[src/shared/smsp_pkg.sv]
// Constants, register map and carrier types of the stack monitor control
package smsp_pkg;
	localparam int unsigned CLK_MHZ = 10;
	localparam int unsigned SOFT_RST_US = 300;
	localparam int unsigned SOFT_RST_CYC = SOFT_RST_US * CLK_MHZ;
	localparam logic [11:0] SOFT_RST_CNT = 12'(SOFT_RST_CYC);

	localparam logic [7:0] RESET_CODE = 8'ha5;
	localparam logic [7:0] CRC_POLY = 8'h07;
	localparam logic [5:0] ADDR_BCAST = 6'h3f;
	localparam logic [5:0] ADDR_NONE = 6'h00;
	localparam logic [8:0] HDR_BYTES = 9'h003;
	localparam logic [8:0] WR_BYTES = 9'h004;

	// Register offsets
	localparam logic [7:0] OFS_DEV_STATUS = 8'h00;
	localparam logic [7:0] OFS_ALERT = 8'h02;
	localparam logic [7:0] OFS_FAULT = 8'h03;
	localparam logic [7:0] OFS_IO_CTRL = 8'h31;
	localparam logic [7:0] OFS_BAL = 8'h32;
	localparam logic [7:0] OFS_ADDR_CTRL = 8'h3b;
	localparam logic [7:0] OFS_RESET = 8'h3c;

	// Field positions
	localparam int unsigned DS_ADDR_VALID = 7;
	localparam int unsigned DS_LOCKOUT = 6;
	localparam int unsigned DS_OVERHEAT = 5;
	localparam int unsigned FS_POR = 3;
	localparam int unsigned AS_OVERHEAT = 3;
	localparam int unsigned AS_SLEEP = 2;
	localparam int unsigned IO_AUX = 7;
	localparam int unsigned IO_GPIO_OUT = 6;
	localparam int unsigned IO_GPIO_IN = 5;
	localparam int unsigned IO_SLEEP = 2;
	localparam int unsigned AC_VALID = 7;

	// Reset values
	localparam logic [7:0] IO_CTRL_RST = 8'h00;
	localparam logic [7:0] BAL_RST = 8'h00;
	localparam logic [7:0] ADDR_CTRL_RST = 8'h00;
	localparam logic [7:0] FAULT_RST = 8'h08;
	localparam logic [7:0] ALERT_RST = 8'h00;

	typedef struct packed {
		logic cs;
		logic sclk;
		logic sdi;
		logic conversion_trigger;
	} smsp_stack_t;
endpackage

[src/logic/smsp_top.sv]
// Host SPI port, stack bus relay, reset and power control of the monitor
//
// Function
// - Lockout: stop analog, clear balance, flag
// - Power-on reset: halt, defaults, flag, no address
// - Code a5 to reset register resets
// - Broadcast reset obeyed without valid address
// - Overheat: regulator off, converter off, sleep
// - Overheat keeps auxiliary and protection off
// - Sleep turns sensor regulator off
// - Auxiliary output follows its enable bit outside sleep and overheat
// - General pin follows drive bit, readable
// - Host port SPI mode 1
// - All shifting most significant bit first
// - Non-base device drives host select, clock and data-in pins low
// - Host data out driven only when sending or relaying
// - South to lower, north to higher device
// - Stack select, clock and data quiet while host deselected
// - Stack select active high, idles low
// - Clock and data forwarded without inversion
// - Stack data outputs low when idle
// - Read data south, relayed, host on base
// - Data supplier appends CRC byte
// - CRC-8 poly 07 over whole packet
// - Read packet: address/rw, offset, length, data, CRC; write: address/rw, offset, data, CRC
// - Address zero blocks north select
`timescale 1ns/1ps
module smsp_top
	import smsp_pkg::*;
(
	input wire logic clk_i,
	input wire logic rst_i,
	input wire logic low_supply_lockout_i,
	input wire logic power_on_reset_i,
	input wire logic overheat_shutdown_i,
	input wire logic nonbase_strap_i,
	input wire logic conversion_done_i,
	input wire logic host_cs_n_i,
	output logic host_cs_n_o,
	output logic host_cs_n_oe_o,
	input wire logic host_sclk_i,
	output logic host_sclk_o,
	output logic host_sclk_oe_o,
	input wire logic host_data_in_pin_i,
	output logic host_data_in_pin_o,
	output logic host_data_in_pin_oe_o,
	output logic host_data_out_pin_o,
	output logic host_data_out_pin_oe_o,
	input wire smsp_stack_t south_i,
	output logic south_data_out_o,
	output logic south_conversion_done_o,
	output smsp_stack_t north_o,
	input wire logic north_data_out_i,
	input wire logic north_conversion_done_i,
	input wire logic gpio_i,
	output logic gpio_o,
	output logic gpio_oe_o,
	output logic conversion_trigger_o,
	output logic sensor_supply_regulator_en_o,
	output logic aux_supply_en_o,
	output logic converter_en_o,
	output logic fault_detect_en_o,
	output logic secondary_prot_en_o,
	output logic [5:0] balance_o
);
	logic lock_s, por_s, hot_s, strap_s, gpio_s, done_n_s, north_data_out_s;
	logic hcs_n_s, hsclk_s, hsdi_s;
	smsp_stack_t south_s;

	// Every pin but conversion_done_i and rst_i is synchronised to clk_i, the link clock included
	smsp_sync #(
		.W(14)
	) u_sync (
		.clk_i(clk_i),
		.rst_i(rst_i),
		.d_i({low_supply_lockout_i, power_on_reset_i, overheat_shutdown_i,
			nonbase_strap_i, gpio_i, north_conversion_done_i,
			north_data_out_i, south_i, host_cs_n_i, host_sclk_i,
			host_data_in_pin_i}),
		.q_o({lock_s, por_s, hot_s, strap_s, gpio_s, done_n_s, north_data_out_s,
			south_s, hcs_n_s, hsclk_s, hsdi_s})
	);

	logic [11:0] soft_cnt_q;
	logic [7:0] io_q, bal_q, addr_q, fault_q, alert_q;
	logic lock_flag_q;
	logic cs_prev_q, sclk_prev_q, tx_on_q;
	logic [2:0] bit_cnt_q;
	logic [8:0] byte_cnt_q;
	logic [7:0] rx_q, hdr_q, off_q, len_q, tx_q;
	logic [7:0] crc;

	// Power-on and command reset share one hold state
	wire in_reset = rst_i || por_s || (soft_cnt_q != 12'h000);
	wire is_base = !strap_s;
	wire [5:0] my_addr = addr_q[5:0];
	wire addr_ok = addr_q[AC_VALID] && (my_addr != ADDR_NONE);

	// Host select is active low, stack select active high
	wire src_cs = is_base ? !hcs_n_s : south_s.cs;
	wire src_sclk = is_base ? hsclk_s : south_s.sclk;
	wire src_sdi = is_base ? hsdi_s : south_s.sdi;
	wire cs_act = src_cs && !in_reset;
	wire frame_end = cs_prev_q && !cs_act;

	wire sclk_rise = cs_act && src_sclk && !sclk_prev_q;
	wire sclk_fall = cs_act && !src_sclk && sclk_prev_q;
	wire byte_done = sclk_fall && (bit_cnt_q == 3'h7);
	wire [7:0] rx_next = {rx_q[6:0], src_sdi};

	// Header byte 0 carries address and write bit
	wire is_wr = hdr_q[0];
	wire [5:0] pkt_addr = hdr_q[6:1];
	wire for_me = (pkt_addr == my_addr);
	wire bcast = (pkt_addr == ADDR_BCAST);
	wire [8:0] last_idx = {1'b0, len_q} + HDR_BYTES;
	wire past_hdr = byte_cnt_q >= HDR_BYTES;
	wire rd_mine = !is_wr && for_me && past_hdr && (byte_cnt_q <= last_idx);
	wire rd_other = !is_wr && !for_me && past_hdr;

	// Register read selection
	wire [7:0] rd_idx = off_q + byte_cnt_q[7:0] - HDR_BYTES[7:0];
	logic [7:0] dev_status, io_view;
	always_comb
	begin
		dev_status = 8'h00;
		dev_status[DS_ADDR_VALID] = addr_q[AC_VALID];
		dev_status[DS_LOCKOUT] = lock_flag_q;
		dev_status[DS_OVERHEAT] = hot_s;
		io_view = io_q;
		io_view[IO_GPIO_IN] = gpio_s;
	end
	wire [7:0] rd_byte =
		(rd_idx == OFS_DEV_STATUS) ? dev_status :
		(rd_idx == OFS_ALERT) ? alert_q :
		(rd_idx == OFS_FAULT) ? fault_q :
		(rd_idx == OFS_IO_CTRL) ? io_view :
		(rd_idx == OFS_BAL) ? bal_q :
		(rd_idx == OFS_ADDR_CTRL) ? addr_q : 8'h00;

	wire [7:0] load_byte = (byte_cnt_q == last_idx) ? crc : rd_byte;
	logic [7:0] tx_d;
	logic tx_on_d;
	always_comb
	begin
		tx_d = tx_q;
		tx_on_d = tx_on_q;
		if (!cs_act)
		begin
			tx_d = 8'h00;
			tx_on_d = 1'b0;
		end
		else if (sclk_rise && bit_cnt_q == 3'h0)
		begin
			tx_d = rd_mine ? load_byte : 8'h00;
			tx_on_d = rd_mine;
		end
		else if (sclk_rise)
			tx_d = {tx_q[6:0], 1'b0};
	end

	// CRC over header, then data sent
	wire crc_en = sclk_fall && ((byte_cnt_q < HDR_BYTES) ||
		(is_wr && byte_cnt_q < WR_BYTES) ||
		(!is_wr && for_me && byte_cnt_q < last_idx));
	wire crc_bit = (is_wr || byte_cnt_q < HDR_BYTES) ? src_sdi : tx_q[7];
	smsp_crc8 u_crc (
		.clk_i(clk_i),
		.rst_i(rst_i),
		.clr_i(!cs_act),
		.en_i(crc_en),
		.bit_i(crc_bit),
		.crc_o(crc)
	);

	// write needs address, offset, data, CRC
	wire wr_ok = frame_end && is_wr && (byte_cnt_q == WR_BYTES) &&
		(crc == 8'h00);
	wire wr_hit = for_me || (bcast && addr_ok) ||
		(bcast && off_q == OFS_RESET);
	wire wr_en = wr_ok && wr_hit;
	wire wr_io = wr_en && (off_q == OFS_IO_CTRL);
	wire wr_bal = wr_en && (off_q == OFS_BAL);
	wire wr_addr = wr_en && (off_q == OFS_ADDR_CTRL);
	wire wr_fault = wr_en && (off_q == OFS_FAULT);
	wire wr_alert = wr_en && (off_q == OFS_ALERT);
	wire wr_dev = wr_en && (off_q == OFS_DEV_STATUS);
	wire soft_go = wr_en && (off_q == OFS_RESET) && (len_q == RESET_CODE);

	// Frame shifter
	always_ff @(posedge clk_i)
	begin
		if (in_reset || !cs_act)
		begin
			bit_cnt_q <= 3'h0;
			byte_cnt_q <= 9'h000;
			rx_q <= 8'h00;
			if (in_reset)
			begin
				hdr_q <= 8'h00;
				off_q <= 8'h00;
				len_q <= 8'h00;
			end
		end
		else if (sclk_fall)
		begin
			bit_cnt_q <= bit_cnt_q + 3'h1;
			rx_q <= rx_next;
			if (byte_done)
			begin
				byte_cnt_q <= byte_cnt_q + 9'h001;
				if (byte_cnt_q == 9'h000)
					hdr_q <= rx_next;
				if (byte_cnt_q == 9'h001)
					off_q <= rx_next;
				if (byte_cnt_q == 9'h002)
					len_q <= rx_next;
			end
		end
	end

	always_ff @(posedge clk_i)
	begin
		cs_prev_q <= cs_act;
		sclk_prev_q <= src_sclk;
		tx_q <= tx_d;
		tx_on_q <= tx_on_d;
		if (rst_i)
			soft_cnt_q <= 12'h000;
		else if (soft_go)
			soft_cnt_q <= SOFT_RST_CNT;
		else if (soft_cnt_q != 12'h000)
			soft_cnt_q <= soft_cnt_q - 12'h001;
	end

	// Registers; hardware set wins over a software clear
	always_ff @(posedge clk_i)
	begin
		if (in_reset)
		begin
			io_q <= IO_CTRL_RST;
			bal_q <= BAL_RST;
			addr_q <= ADDR_CTRL_RST;
			fault_q <= FAULT_RST;
			alert_q <= ALERT_RST;
			lock_flag_q <= 1'b0;
		end
		else
		begin
			if (wr_io)
				io_q <= len_q;
			if (hot_s)
				io_q[IO_SLEEP] <= 1'b1;
			if (lock_s)
				bal_q <= 8'h00;
			else if (wr_bal)
				bal_q <= len_q;
			if (wr_addr)
				addr_q <= len_q;
			if (wr_fault)
				fault_q <= fault_q & ~len_q;
			if (wr_alert)
				alert_q <= alert_q & ~len_q;
			if (hot_s)
			begin
				alert_q[AS_OVERHEAT] <= 1'b1;
				alert_q[AS_SLEEP] <= 1'b1;
			end
			if (wr_dev && len_q[DS_LOCKOUT])
				lock_flag_q <= 1'b0;
			if (lock_s)
				lock_flag_q <= 1'b1;
		end
	end

	// Outgoing data: own bits when sending, else relay from north
	wire dout = tx_on_d ? tx_d[7] : north_data_out_s;
	wire fwd = cs_act && addr_ok;

	always_ff @(posedge clk_i)
	begin
		if (rst_i)
		begin
			north_o <= '0;
			south_data_out_o <= 1'b0;
			host_data_out_pin_o <= 1'b0;
			host_data_out_pin_oe_o <= 1'b0;
			host_cs_n_o <= 1'b0;
			host_cs_n_oe_o <= 1'b0;
			host_sclk_o <= 1'b0;
			host_sclk_oe_o <= 1'b0;
			host_data_in_pin_o <= 1'b0;
			host_data_in_pin_oe_o <= 1'b0;
			south_conversion_done_o <= 1'b0;
			conversion_trigger_o <= 1'b0;
		end
		else
		begin
			// address zero holds north select low
			// forward select, clock and data north
			north_o.cs <= fwd;
			north_o.sclk <= fwd && src_sclk;
			north_o.sdi <= fwd && src_sdi;
			// trigger up, done down the stack
			north_o.conversion_trigger <= !in_reset && south_s.conversion_trigger;
			conversion_trigger_o <= !in_reset && south_s.conversion_trigger;
			south_conversion_done_o <= !in_reset && done_n_s &&
				conversion_done_i;
			south_data_out_o <= !is_base && cs_act && (tx_on_d || rd_other) &&
				dout;
			// host data out driven only while sending or relaying
			host_data_out_pin_o <= is_base && dout;
			host_data_out_pin_oe_o <= is_base && cs_act &&
				(tx_on_d || rd_other);
			host_cs_n_o <= 1'b0;
			host_cs_n_oe_o <= !is_base;
			host_sclk_o <= 1'b0;
			host_sclk_oe_o <= !is_base;
			host_data_in_pin_o <= 1'b0;
			host_data_in_pin_oe_o <= !is_base;
		end
	end

	// Power and pin control
	always_ff @(posedge clk_i)
	begin
		if (in_reset)
		begin
			sensor_supply_regulator_en_o <= 1'b0;
			aux_supply_en_o <= 1'b0;
			converter_en_o <= 1'b0;
			fault_detect_en_o <= 1'b0;
			secondary_prot_en_o <= 1'b0;
			balance_o <= 6'h00;
			gpio_o <= 1'b0;
			gpio_oe_o <= 1'b0;
		end
		else
		begin
			// regulator off in overheat or sleep
			sensor_supply_regulator_en_o <= !hot_s && !io_q[IO_SLEEP];
			// auxiliary follows its bit, off when hot or in sleep
			aux_supply_en_o <= io_q[IO_AUX] && !hot_s && !io_q[IO_SLEEP];
			converter_en_o <= !hot_s && !lock_s;
			fault_detect_en_o <= !lock_s;
			secondary_prot_en_o <= !hot_s && !lock_s;
			balance_o <= lock_s ? 6'h00 : bal_q[5:0];
			// drive bit 1 releases the pin for sensing
			gpio_o <= 1'b0;
			gpio_oe_o <= !io_q[IO_GPIO_OUT];
		end
	end
endmodule

[src/logic/smsp_sync.sv]
// Two-flop synchroniser for a bundle of asynchronous levels
`timescale 1ns/1ps
module smsp_sync #(
	parameter int unsigned W = 1
) (
	input wire logic clk_i,
	input wire logic rst_i,
	input wire logic [W-1:0] d_i,
	output logic [W-1:0] q_o
);
	logic [W-1:0] meta_q;

	always_ff @(posedge clk_i)
	begin
		if (rst_i)
		begin
			meta_q <= '0;
			q_o <= '0;
		end
		else
		begin
			meta_q <= d_i;
			q_o <= meta_q;
		end
	end
endmodule

[src/logic/smsp_crc8.sv]
// Bit-serial CRC-8, most significant bit first
`timescale 1ns/1ps
module smsp_crc8
	import smsp_pkg::*;
(
	input wire logic clk_i,
	input wire logic rst_i,
	input wire logic clr_i,
	input wire logic en_i,
	input wire logic bit_i,
	output logic [7:0] crc_o
);
	wire fb = crc_o[7] ^ bit_i;
	wire [7:0] crc_d = {crc_o[6:0], 1'b0} ^ (fb ? CRC_POLY : 8'h00);

	always_ff @(posedge clk_i)
	begin
		if (rst_i || clr_i)
			crc_o <= 8'h00;
		else if (en_i)
			crc_o <= crc_d;
	end
endmodule

[config.mk]
export PLATFORM = sky130hd
export DESIGN_NAME = smsp_top
export DESIGN_NICKNAME = d
export VERILOG_FILES = /design/src/shared/smsp_pkg.sv /design/src/logic/smsp_top.sv /design/src/logic/smsp_sync.sv /design/src/logic/smsp_crc8.sv
export SDC_FILE = /design/constraint.sdc
export NUM_CORES = 1
export LEC_CHECK = 0
export ABC_AREA = 1
export BUFFER_PORTS_ARGS = -buffer_cell sky130_fd_sc_hd__buf_2
export CAP_MARGIN = 20
export CORE_UTILIZATION = 65
export CTS_BUF_LIST = sky130_fd_sc_hd__clkbuf_4
export DETAILED_ROUTE_END_ITERATION = 16
export PLACE_DENSITY = 0.84
export RECOVER_POWER = 25
export REMOVE_ABC_BUFFERS = 1
export SLEW_MARGIN = 30
export SYNTH_ARGS = -nofsm -noshare
export SYNTH_HDL_FRONTEND = slang
export SYNTH_SLANG_ARGS = --single-unit
[constraint.sdc]
create_clock -name clk_i -period 7.1 [get_ports clk_i]
set_input_delay 0.71 -clock clk_i [delete_from_list [all_inputs] [get_ports clk_i]]
set_output_delay 0.71 -clock clk_i [all_outputs]
set_load 0.01 [all_outputs]
======== After elaboration in Yosys (flattened, before gate mapping) ========
Cells that the tools add are included.
W data, S select, Z words.
storage, ports and cells
  register bits ........................... 162
  output and inout port bits .............. 28
  logic and storage cells ................. 208
cells by class
  $add $sub $neg .......................... 6
  order comparisons ....................... 5
  equality and inequality tests ........... 20
  multiplexer cells ....................... 40
  bitwise logic cells ..................... 5
  reduce and logical (&&, ||, !) cells .... 93
operators with widths
  operator                 number
  $mux W8                  20
  $eq A8 B6 Y1 const B     7
  $logic_and A1 B1 Y1      48
  $eq A8 B2 Y1 const B     4
  $mux W7                  4
  $logic_not A8 Y1         3
  $mux W12                 2
  $reduce_bool A2 Y1       10
  $and A8 B8 Y8            2
  $logic_not A1 Y1         12
  $reduce_and A4 Y1        3
  $reduce_bool A12 Y1      1
  $sub A12 B1 Y12 const B  1
  $logic_or A1 B1 Y1       10
  $mux W1                  10
  $add A8 B2 Y9 const B    1
  $add A9 B1 Y9 const B    1
  $eq A9 B1 Y1 const B     1
  $eq A9 B2 Y1 const B     1
  $eq A9 B3 Y1 const B     1
  $eq A9 B9 Y1             1
  $ge A9 B2 Y1 const B     1
  $le A9 B9 Y1             1
  $logic_not A9 Y1         1
  other kinds (21)         23

======== Logic depth before layout (Yosys ltp) ========
  depth in word-level cells ............... 15
  depth in mapped cells ................... 26

======== By module ========
From an unflattened synthesis, not the netlist that was laid out.
unflattened totals
  cells, all modules ...................... 1038
  area, all modules ....................... 7812.5 µm²
by module, submodules not included
  module     times used  cells each  area each (µm²)  sequential area each (µm²)
  smsp_top   1           897         6607.6           2732.6
  smsp_sync  1           87          807.0            560.5
  smsp_crc8  1           54          397.9            160.2

======== Least setup slack after synthesis ========
OpenSTA, ideal clock, no wires.
  path type ............................... reg-to-reg
  start point ............................. reg len_q[0]
  end point ............................... reg south_data_out_o
  arrival time ............................ 2950 ps
  required time ........................... 7030 ps
  setup slack ............................. 4080 ps
  cell stages (with the launch flop) ...... 20
  cell sequence ........................... edfxtp_1 -> inv_1 -> ha_1 -> nor2_1 -> inv_1 -> nor3_1 -> nand2_1 -> xor2_1 -> ha_1 -> nand3_1 -> nor3_2 -> inv_1 -> nand2_1 -> nand3_1 -> nand2_1 -> o21ai_1 -> or2_4 -> nand2_1 -> nand2_1 -> a21oi_1
on the way
  word-level cells in the longest chain between the ends .. 8
ends and longest elaborated chain
  what                                                   RTL line                          RTL
  start: declaration                                     smsp_top.sv:90                    logic [7:0] rx_q, hdr_q, off_q, len_q, tx_q;
  start signal: assignment                               smsp_top.sv:217                   len_q <= rx_next;
  $add A8 B2 Y9 (*)                                      smsp_top.sv:116                   wire [8:0] last_idx = {1'b0, len_q} + HDR_BYTES;
  $le A9 B9 Y1 / $eq A9 B9 Y1 (equally long branches)    smsp_top.sv:118, smsp_top.sv:141
  $logic_and A1 B1 Y1 / $mux W8 (equally long branches)  smsp_top.sv:118, smsp_top.sv:141
  $mux W8 / $mux W1 (equally long branches)              smsp_top.sv:155, smsp_top.sv:153
  $mux W8 / $mux W1 (equally long branches)              smsp_top.sv:153, smsp_top.sv:148
  $mux W8 / $logic_or A1 B1 Y1 (equally long branches)   smsp_top.sv:148, smsp_top.sv:309
  $mux W1 / $logic_and A1 B1 Y1 (equally long branches)  smsp_top.sv:277, smsp_top.sv:309
  $logic_and A1 B1 Y1 (*)                                smsp_top.sv:309                   south_data_out_o <= !is_base && cs_act && (tx_on_d || rd_other) &&
  end signal: assignment                                 smsp_top.sv:309
  end: declaration                                       smsp_top.sv:50                    output logic south_data_out_o,
Mark *: on every way between the ends. The rest lies on a longest branch, timed or not.
A chain may end at the register's enable or synchronous reset.

======== Final worst setup path ========
Same ends and word-level chain as after synthesis.

==> results.sh <==
export IMPL_status="complete, but fails checks"
export IMPL_failed_checks="max-capacitance violations, max-slew violations"
export IMPL_clkSinkCount=161
export IMPL_ctsHoldBuffers=0
export IMPL_peakVddDrop_uv=239
export IMPL_synth_simple_area_share_pct=23.4
export IMPL_hold_path_class="input port to register"
export IMPL_num_io_pins=45
export IMPL_synth_warnings=0
export IMPL_cts_max_level=4
export IMPL_drt_iter0_markers=557
export IMPL_p_leak_nw=3.63
export IMPL_cp_max_fo=10
export IMPL_setup_viol=0
export IMPL_timing_final_crit_share_pct=53.6
export IMPL_rows=38
export IMPL_clk_latency_ps=560
export IMPL_fmax_mhz=263
export IMPL_ys_flop_type="dfxtp_1"
export IMPL_clockBufferDepth=2
export IMPL_clock_skew_ps=16.3
export IMPL_ys_ff_latch=161
export IMPL_overflow=0
export IMPL_portBuffers=40
export IMPL_area_delta_synth_final_pct=6.44
export IMPL_critPathTopFamily="simple AND/OR/NAND/NOR gates"
export IMPL_ys_seq_area_share_pct=45.8
export IMPL_drc=0
export IMPL_antenna_found_initial=0
export IMPL_synth_top_family_by_area="simple AND/OR/NAND/NOR gates"
export IMPL_ant_nets=0
export IMPL_initial_core_util_pct=68.0
export IMPL_synth_common_cells="inv_1 (168), nand2_1 (158), dfxtp_1 (138)"
export IMPL_netlist_area_mm2=0.00753
export IMPL_cp_cell_sequence="inv_1 > ha_1 > nor2_1 > inv_1 > nor3_1 > nand2_1 > xor2_1 > ha_1 > nand3_1 > nor3_2 > inv_1 > nand2_1 > nand3_1 > nand2_1 > o21ai_1 > or2_4 > nand2_1 > nand2_1 > a21oi_1"
export IMPL_worst_pin_slew_ps=1540
export IMPL_synth_most_common_cell="inv_1"
export IMPL_synth_xor_area_share_pct=1.98
export IMPL_async_reset_ff_share_pct=0
export IMPL_drive_above_1_share_pct=7.90
export IMPL_vias=6293
export IMPL_synth_top_area_cell="dfxtp_1"
export IMPL_cts_made_buffers=17
export IMPL_grt_usage_pct=28.7
export IMPL_cts_tree="yes"
export IMPL_drv_slew=36
export IMPL_cts_root_buf="clkbuf_4"
export IMPL_synth_compound_area_share_pct=12.4
export IMPL_synth_fa_ha_area_share_pct=5.58
export IMPL_reg2reg_depth=19
export IMPL_syn_area_per_cell_um2=7.72
export IMPL_dp_hpwl_mm=11.9
export IMPL_gp_congestion=0.906
export IMPL_totalWireLength_mm=16.2
export IMPL_synth_cell_type_count=51
export IMPL_syn_inst=976
export IMPL_worst_ep_required_time_ps=7610
export IMPL_arrival_ps=4310
export IMPL_postCtsSetupRepairBufs=0
export IMPL_grt_max_degree=36
export IMPL_cp_depth=19
export IMPL_path_buf_inv=3
export IMPL_num_fill_cells=849
export IMPL_cts_resized=0
export IMPL_synth_edff_count=23
export IMPL_drv_cap=1
export IMPL_die_x_um=110
export IMPL_crit_type="register to register"
export IMPL_min_period_ps=3800
export IMPL_hold_depth=3
export IMPL_core_mm2=0.0111
export IMPL_synth_top_cell_area_share_pct=36.7
export IMPL_cp_common_cell="nand2_1"
export IMPL_cp_start_kind="register"
export IMPL_clk_pin_slew_ps=130
export IMPL_via_per_inst=5.40
export IMPL_first_pass_iters=6
export IMPL_yosys_top_cells_area="dfxtp_1 (37%), edfxtp_1 (9.2%), inv_1 (8.4%), nand2_1 (7.9%), nor2_1 (6.1%)"
export IMPL_muxShareOfSynthArea_pct=0.133
export IMPL_grt_pass1_vias=5501
export IMPL_finalHoldViolCount=0
export IMPL_rsz0062_at_grt="no"
export IMPL_wire_per_inst_um=13.9
export IMPL_final_nets=1062
export IMPL_slew_headroom_pct=-2.95
export IMPL_die_h_um=110
export IMPL_crit_slowest_cell="nor3_2"
export IMPL_end_kind="register"
export IMPL_critPathMaxStageDelay_ps=510
export IMPL_die_area_mm2=0.0120
export IMPL_tns_ps=0
export IMPL_p_per_area_mw_per_mm2=301
export IMPL_antenna_cells=0
export IMPL_final_core_util_pct=72.4
export IMPL_grt_pass1_wl_mm=25.9
cell type report:
class                           count  area, um^2  area share [%]
Tap cell                          140         175            2.18
Inverter                          175         661            8.24
Timing Repair Buffer               41         179            2.23
Clock buffer                       17         128            1.59
Multi-Input combinational cell    616        3290            41.0
Clock inverter                     15         139            1.73
Sequential cell                   161        3450            43.1
tightest hold or removal path, delay by kind of cell:
family | cells | cell delay [ps]
buffers and inverters | 2 | 130
AND/OR/NAND/NOR | 1 | 30
registers in the layout (all words and copies together) (netlist names), 9 cells and up:
| name | cells |
|---|---|
| byte_cnt_q | 9 |
| soft_cnt_q | 12 |
| u_sync.meta_q | 14 |
| u_sync.q_o | 14 |
path summary, 6_finish.rpt:
path	slack (ps)	startpoint	endpoint
max	3300	len_q[0]	south_data_out_o
max reg2reg	3300	len_q[0]	south_data_out_o
min	330	north_data_out_i	u_sync.meta_q[7]
min reg2reg	410	u_sync.meta_q[3]	u_sync.q_o[3]
routing by layer:
layer | vias to the layer above | wire [um] | GRT usage [%]
li1 | 3192 | - | -
met1 | 2824 | 7140 | 35.3
met2 | 233 | 7510 | 48.2
met3 | 44 | 1110 | 7.29
met4 | 0 | 464 | 10.8
met5 | - | 0 | 0
kinds of logic after synthesis:
logic type               after synthesis
adder cells (fa/ha/maj)               33
buffers and inverters                202
AND/OR/NAND/NOR                      390
multiplexers                           1
flip-flops                           161
XOR/XNOR                              17
other                                  1
AO/OA/AOI/OAI                        171
through the flow:
stage	power, mW	hold slack, ps	instance area (um^2)	cells	worst slack, ps
2_1_floorplan	1.69	388	7400	952	3990
3_3_place_gp	1.87	389	7780	1133	3600
3_5_place_dp	1.89	394	7780	1133	3500
4_1_cts	2.41	317	8050	1165	3410
5_1_grt	2.56	289	8020	1165	2970
6_report	2.41	332	8020	1165	3300
layout by cell type, fill, tap and decap left out, types with 5 or more instances in the layout:
| cell type | count |
|---|---|
| a21oi_1 | 80 |
| buf_2 | 17 |
| clkbuf_1 | 23 |
| clkbuf_4 | 17 |
| dfxtp_1 | 138 |
| edfxtp_1 | 23 |
| ha_1 | 32 |
| inv_1 | 168 |
| inv_2 | 5 |
| nand2_1 | 158 |
| nand3_1 | 40 |
| nand4_1 | 21 |
| nor2_1 | 122 |
| nor2_2 | 5 |
| nor3_1 | 10 |
| nor4_1 | 7 |
| o211ai_1 | 13 |
| o21ai_0 | 58 |
| or2_2 | 6 |
| xor2_1 | 14 |
power breakdown:
part           total (mW)  leakage (nW)  internal (mW)  switching [mW]
registers            1.11          1.39           1.03          0.0809
clock network       0.527         0.149          0.206           0.322
logic               0.778          2.08          0.248           0.530
total                2.41          3.63           1.48           0.932
(Power assumes the default switching activity.)
